===== config.mk =====
export PLATFORM = sky130hd
export DESIGN_NAME = ulsf_line_status
export DESIGN_NICKNAME = d
export VERILOG_FILES = /design/src/ulsf_pkg.sv /design/src/ulsf_rxerr_if.sv /design/src/ulsf_rxerr_tracker.sv /design/src/ulsf_line_status.sv
export VERILOG_INCLUDE_DIRS = /design/src
export SDC_FILE = /design/constraint.sdc
export NUM_CORES = 1
export LEC_CHECK = 0
export ABC_AREA = 1
export BUFFER_PORTS_ARGS = -buffer_cell sky130_fd_sc_hd__buf_2
export CAP_MARGIN = 10
export CORE_MARGIN = 1
export CORE_UTILIZATION = 49
export DETAILED_ROUTE_END_ITERATION = 10
export GPL_ROUTABILITY_DRIVEN = 0
export HOLD_SLACK_MARGIN = 0.12
export PLACE_DENSITY = 0.81
export SYNTH_ARGS = -nofsm -noshare
export SYNTH_HDL_FRONTEND = slang
export SYNTH_SLANG_ARGS = --single-unit

===== constraint.sdc =====
create_clock -name clk_i -period 4.4 [get_ports clk_i]
set_clock_uncertainty 0.15 [all_clocks]
set_input_delay 1.1 -clock clk_i [delete_from_list [all_inputs] [get_ports clk_i]]
set_output_delay 1.1 -clock clk_i [all_outputs]
set_load 0.02 [all_outputs]

===== src/ulsf_consts.svh =====
// Offsets, field positions, reset values and widths of the line status block
`ifndef ULSF_CONSTS_SVH
`define ULSF_CONSTS_SVH

`define ULSF_ADDR_W          4
`define ULSF_DATA_W          8
`define ULSF_OFF_FIFO_CTRL   4'h2
`define ULSF_OFF_LINE_STATUS 4'h5
`define ULSF_BIT_FIFO_EN     0
`define ULSF_BIT_HOLD_EMPTY  5
`define ULSF_BIT_TX_IDLE     6
`define ULSF_BIT_RXQ_ERR     7
`define ULSF_RST_FIFO_EN     1'b0
`define ULSF_RST_RXQ_ERR     1'b0
`define ULSF_RST_TX_IDLE     1'b1
`define ULSF_RST_HOLD_EMPTY  1'b1
`define ULSF_DATA_ZERO       8'h00
`define ULSF_ERRCNT_W        5
`define ULSF_ERRCNT_ZERO     5'h00
`define ULSF_ERRCNT_ONE      5'h01

`endif


===== src/ulsf_pkg.sv =====
// Types shared by the line status block
`include "ulsf_consts.svh"

package ulsf_pkg;
    typedef logic [`ULSF_ADDR_W-1:0]   ulsf_addr_t;
    typedef logic [`ULSF_DATA_W-1:0]   ulsf_data_t;
    typedef logic [`ULSF_ERRCNT_W-1:0] ulsf_errcnt_t;
endpackage


===== src/ulsf_rxerr_if.sv =====
// Link between the status logic and the receive error tracker
interface ulsf_rxerr_if;
    logic push_err;
    logic pop_err;
    logic clear;
    logic no_err_left;

    modport tracker (
        input  push_err,
        input  pop_err,
        input  clear,
        output no_err_left
    );
    modport user (
        output push_err,
        output pop_err,
        output clear,
        input  no_err_left
    );
endinterface


===== src/ulsf_rxerr_tracker.sv =====
// Counts receive queue entries that carry an error mark
`include "ulsf_consts.svh"

module ulsf_rxerr_tracker (
    input  wire logic    clk_i,
    input  wire logic    rst_i,
    ulsf_rxerr_if.tracker rx_if
);
    ulsf_pkg::ulsf_errcnt_t cnt_r;
    ulsf_pkg::ulsf_errcnt_t cnt_nxt;

    always_comb begin
        cnt_nxt = cnt_r;
        if (rx_if.clear) begin
            cnt_nxt = `ULSF_ERRCNT_ZERO;
        end else begin
            if (rx_if.push_err) begin
                cnt_nxt = cnt_nxt + `ULSF_ERRCNT_ONE;
            end
            if (rx_if.pop_err && (cnt_nxt != `ULSF_ERRCNT_ZERO)) begin
                cnt_nxt = cnt_nxt - `ULSF_ERRCNT_ONE;
            end
        end
    end

    always_ff @(posedge clk_i) begin
        if (rst_i) begin
            cnt_r <= `ULSF_ERRCNT_ZERO;
        end else begin
            cnt_r <= cnt_nxt;
        end
    end

    // Looks ahead so a clear event in this cycle sees the updated count
    assign rx_if.no_err_left = (cnt_nxt == `ULSF_ERRCNT_ZERO);
endmodule


===== src/ulsf_line_status.sv =====
// Line status flags of the serial port with their register port
// Functional notes
// - Line status register is read-only; writes change no flag.
// - FIFO mode: error flag sets when a queued entry has parity/framing/break.
// - Error flag only meaningful in FIFO mode; resets to 0.
// - Error flag clears on buffer or status read once no errored data remains.
// - No FIFO: idle flag 1 only while holding and shift stages empty; reset 1.
// - FIFO mode: idle flag sets only when transmit FIFO and shifter empty.
// - Idle flag clears at once when software writes transmit data.
// - FIFO mode: holding-empty flag clears on a write; resets to 1.
// - FIFO mode: holding-empty flag sets when transmit FIFO drains empty.
// - No FIFO: holding-empty clears on write, sets when byte moves to shifter.
`include "ulsf_consts.svh"

module ulsf_line_status (
    input  wire logic                 clk_i,
    input  wire logic                 rst_i,
    input  wire ulsf_pkg::ulsf_addr_t addr_i,
    input  wire ulsf_pkg::ulsf_data_t wdata_i,
    input  wire logic                 wr_i,
    input  wire logic                 rd_i,
    output ulsf_pkg::ulsf_data_t      rdata_o,
    output logic                      fifo_en_o,
    input  wire logic                 rx_push_err_i,
    input  wire logic                 rx_pop_err_i,
    input  wire logic                 rx_fifo_clear_i,
    input  wire logic                 rx_buf_read_i,
    input  wire logic                 thr_write_i,
    input  wire logic                 thr_xfer_i,
    input  wire logic                 tx_fifo_empty_i,
    input  wire logic                 shift_busy_i
);
    function automatic logic sel_reg(input ulsf_pkg::ulsf_addr_t a,
                                     input ulsf_pkg::ulsf_addr_t off);
        sel_reg = (a == off);
    endfunction

    logic                 fifo_en_r;
    logic                 fifo_en_nxt;
    logic                 rxq_err_r;
    logic                 rxq_err_nxt;
    logic                 tx_idle_r;
    logic                 tx_idle_nxt;
    logic                 hold_empty_r;
    logic                 hold_empty_nxt;
    ulsf_pkg::ulsf_data_t rdata_r;
    ulsf_pkg::ulsf_data_t rdata_nxt;
    logic                 wr_ctrl;
    logic                 wr_lsr;
    logic                 rd_ctrl;
    logic                 rd_lsr;
    logic                 rxq_set;
    logic                 rxq_clr;

    ulsf_rxerr_if rx_if ();

    assign wr_ctrl = wr_i && sel_reg(addr_i, `ULSF_OFF_FIFO_CTRL);
    assign wr_lsr  = wr_i && sel_reg(addr_i, `ULSF_OFF_LINE_STATUS);
    assign rd_ctrl = rd_i && sel_reg(addr_i, `ULSF_OFF_FIFO_CTRL);
    assign rd_lsr  = rd_i && sel_reg(addr_i, `ULSF_OFF_LINE_STATUS);

    assign rx_if.push_err = fifo_en_r && rx_push_err_i;
    assign rx_if.pop_err  = rx_pop_err_i;
    assign rx_if.clear    = rx_fifo_clear_i;

    ulsf_rxerr_tracker u_tracker (
        .clk_i (clk_i),
        .rst_i (rst_i),
        .rx_if (rx_if.tracker)
    );

    // Control register: only the FIFO enable bit is held
    always_comb begin
        fifo_en_nxt = fifo_en_r;
        if (wr_ctrl) begin
            fifo_en_nxt = wdata_i[`ULSF_BIT_FIFO_EN];
        end
    end

    // Receive queue error summary; a new error beats a clearing read
    assign rxq_set = fifo_en_r && rx_push_err_i;
    assign rxq_clr = (rx_buf_read_i || rd_lsr) && rx_if.no_err_left;

    always_comb begin
        rxq_err_nxt = rxq_err_r;
        if (rxq_set) begin
            rxq_err_nxt = 1'b1;
        end else if (rxq_clr) begin
            rxq_err_nxt = 1'b0;
        end
    end

    // Holding-empty flag; a write in the same cycle wins over a set
    always_comb begin
        hold_empty_nxt = hold_empty_r;
        if (thr_write_i) begin
            hold_empty_nxt = 1'b0;
        end else if (fifo_en_r) begin
            if (tx_fifo_empty_i) begin
                hold_empty_nxt = 1'b1;
            end
        end else if (thr_xfer_i) begin
            hold_empty_nxt = 1'b1;
        end
    end

    // Idle only while holding stage or FIFO and the shifter are both empty
    always_comb begin
        tx_idle_nxt = 1'b0;
        if (!thr_write_i) begin
            if (fifo_en_r) begin
                tx_idle_nxt = tx_fifo_empty_i && !shift_busy_i;
            end else begin
                tx_idle_nxt = hold_empty_nxt && !shift_busy_i;
            end
        end
    end

    // Read data; status bits outside this block read as zero
    always_comb begin
        rdata_nxt = `ULSF_DATA_ZERO;
        if (rd_lsr) begin
            rdata_nxt[`ULSF_BIT_RXQ_ERR]    = rxq_err_r && fifo_en_r;
            rdata_nxt[`ULSF_BIT_TX_IDLE]    = tx_idle_r;
            rdata_nxt[`ULSF_BIT_HOLD_EMPTY] = hold_empty_r;
        end else if (rd_ctrl) begin
            rdata_nxt[`ULSF_BIT_FIFO_EN]    = fifo_en_r;
        end
    end

    always_ff @(posedge clk_i) begin
        if (rst_i) begin
            fifo_en_r    <= `ULSF_RST_FIFO_EN;
            rxq_err_r    <= `ULSF_RST_RXQ_ERR;
            tx_idle_r    <= `ULSF_RST_TX_IDLE;
            hold_empty_r <= `ULSF_RST_HOLD_EMPTY;
            rdata_r      <= `ULSF_DATA_ZERO;
        end else begin
            fifo_en_r    <= fifo_en_nxt;
            rxq_err_r    <= rxq_err_nxt;
            tx_idle_r    <= tx_idle_nxt;
            hold_empty_r <= hold_empty_nxt;
            rdata_r      <= rdata_nxt;
        end
    end

    assign rdata_o   = rdata_r;
    assign fifo_en_o = fifo_en_r;
endmodule


==> flow_summary.ini <==
[run_status]
outcome = finished clean

[cts]
cts_max_path_buffers = 2
tritoncts_clock_tree = yes
clockRootBuffer = clkbuf_4
clk_transition_reported_paths_ns = 0.08
cts_h_tree_lvls = 1
cts_made_buffers = 3
clock_sinks = 13
post-cts-setup-buffers = 0
clock_latency_on_the_worst_skew_pair_ns = 0.27
cts-hold-fix-buffers = 0
post_cts.resized_instances = 0

[floorplanning]
design.portCount = 33
fp.dieArea_sq_um = 1730
row_count = 13
fp.coreArea_sq_um = 1380
starting_utilization_of_the_core_area_pct = 55.7
chipWidth_um = 41.6
die_height_um = 41.6

[critical_path]
timing.setup.critical_path_class = in2reg
setup.worst_path.start = rx_push_err_i
critical_path_peak_fanout = 7
critical_path_required_ns = 4.41
crit_path_frequent_cell = nand2_1
endpoint = rxq_err_r
startpoint_type = primary input
worstReg2RegStart = fifo_en_o
worstRegToRegCells = 14
timing.critical_path.to_type = register
cp_cell_sequence = buf_2, nand2_2, xor2_1, ha_1, nand2_1, nor2_4, nand2_4, nand2_2, nand2_1, nand3_1, nand2_1, nor2_1, nand2_1, nand2_1, a21oi_1
critical_path.reg2reg.endpoint = rxq_err_r
cp_slowest_cell = xor2_1
critical_path.max_stage_delay_ns = 0.28
cp_data_arrival_time_ns = 2.78
setup.reg_to_reg.worst_slack_ns = 2.09

[timing]
shortest_clock_period_the_worst_path_allows_after_layout_ns = 2.77
setup_viol = 0
final.setup.tns_ns = 0
fmax_ghz = 0.361
post-route-period-util_pct = 63.0
drv_slew = 0
grt_setup_unrepaired = false
final-hold-violation-count = 0

[global_route]
antenna_found_initial = 0
grt_pass1_vias = 744
largest_net_degree_at_the_start_of_global_routing = 9
grt_first_pass_wirelength_mm = 2.80
gr-total-overflow = 0
globalRouteTotalUtil_pct = 20.5

[yosys]
synth_top_family_by_area = simple AND/OR/NAND/NOR gates
synthDistinctLibCells = 21
synth_fa_ha_area_share_pct = 3.25
avgSynthCellArea_sq_um = 6.58
synthesized_cell_area_sq_um = 769
synth_compound_gate_area_share_pct = 7.97
synth_mux_area_share_pct = 0
synth.ff_latch_count = 13
syn_inst = 117
yosys_warnings = 0
synth-seq-area-share_pct = 33.8
synth_xor_area_share_pct = 2.28
synth_simple_gate_area_share_pct = 41.0

[cells_and_area]
fin_nets = 168
core_utilization_of_the_finished_layout_pct = 65.2
insertedDiodeCount = 0
areaGrowthSynthToFinish_pct = 17.1
layout-drive-gt1-share_pct = 22.7

[routing]
wl_mm = 1.53
detail_route.wirelength.met1_um = 676
met2_wirelength_um = 727
drt_drc_violations_left = 0
detail_route.vias_per_cell = 4.93
met3RoutedLength_um = 79
num_vias = 769
drt-pass1-iter-count = 4
route.antenna.remaining_nets = 0
routedWlPerCell_um = 9.81
top_signal_layer_used = met4
drt-initial-drc-count = 11

[pwr]
cellPowerDensity_nw_per_um2 = 270
static-leakage-power_nw = 0.490
ir_drop_mv = 0.146

[run]
cap_violations = 0

[min_path]
worst_hold_path_type = reg2reg
min_path_cells = 2
min-delay-start = tx_idle_r

[place]
place.port_buffers = 21
dp.final_hpwl_mm = 1.30
where the power goes:
group | switching (mW) | leakage (nW) | internal (mW)
combinational | 0.0296 | 0.370 | 0.0188
sequential | 0.00242 | 0.106 | 0.121
clock | 0.0368 | 0.0150 | 0.0350
cell families (layout without fill, tap and decap cells):
kind of cell / after synthesis / after routing
other: 1 / 4
adder cells (fa/ha/maj): 2 / 2
AO/OA/AOI/OAI: 9 / 9
AND/OR/NAND/NOR: 71 / 71
flip-flops: 13 / 13
buffers and inverters: 19 / 40
XOR/XNOR: 2 / 2
cell usage after synthesis:
cell,n,share of area (%)
inv_1,14,6.8
o21ai_0,2,1.3
clkinv_1,1,0.49
nand4_1,2,1.6
a31o_2,1,1.1
buf_4,4,3.9
a21oi_1,3,2.0
ha_1,2,3.3
nor3_1,3,2.0
dfxtp_1,13,34
nor2_4,1,1.5
o21a_1,1,0.98
o21bai_2,1,1.5
nand2_4,1,1.5
nand2_1,33,16
nand2_2,3,2.4
xor2_1,2,2.3
conb_1,1,0.49
o21ai_2,1,1.1
nand3_1,14,9.1
nor2_1,14,6.8
stage by stage:
stage	area, sq um	hold slack (ns)	instances	power [mW]	setup WS [ns]
global route	901	0.285	156	0.258	1.45
finish	901	0.279	156	0.243	1.63
detailed placement	875	0.271	152	0.174	1.35
CTS	901	0.284	156	0.244	1.62
global placement	875	0.245	152	0.172	1.43
floorplan	781	0.244	120	0.162	1.74
area by class of cell:
cell class	count	area [sq um]
clock buffer	4	26.3
timing repair buffer	21	105
fill	131	482
sequential	13	260
multi-input combinational	88	434
inverter	15	56.3
tap	15	18.8
worst min path at each step:
| stage | to | slack [ns] |
|---|---|---|
| detailed placement | rdata_o[6] | 0.27 |
| finish | rdata_o[6] | 0.28 |
| CTS | rdata_o[6] | 0.28 |
| global placement | rdata_o[6] | 0.25 |
| floorplan | rdata_o[6] | 0.24 |
| global route | rdata_o[6] | 0.29 |
sequential cells by signal (all words and copies together) (netlist names):
name and flops:
u_tracker.cnt_r 5, rdata_o 4, fifo_en_o 1, hold_empty_r 1, rxq_err_r 1, tx_idle_r 1
critical path: cells and delay by family:
kind            cells  cell delay [ns]
buf+inv             1             0.12
fa+ha+maj           1             0.24
simple gates       11             0.99
compound gates      1             0.06
xor+xnor            1             0.28
per-layer routing:
layer  global-route usage (%)  vias up
li1                         -      411
met1                     26.2      325
met3                     4.78        6
met4                     9.68        0
met2                     32.5       27
met5                        0        -
placed cells by master (no fill, tap or decap), types with 2 or more instances in the layout:
master / n
dfxtp_1: 13
nor2_1: 14
nor3_1: 3
buf_2: 21
clkbuf_4: 3
o21ai_0: 2
nand3_1: 14
ha_1: 2
nand4_1: 2
nand2_2: 3
conb_1: 4
inv_1: 14
a21oi_1: 3
nand2_1: 33
xor2_1: 2
No activity file was read; power rests on OpenSTA's default activity.
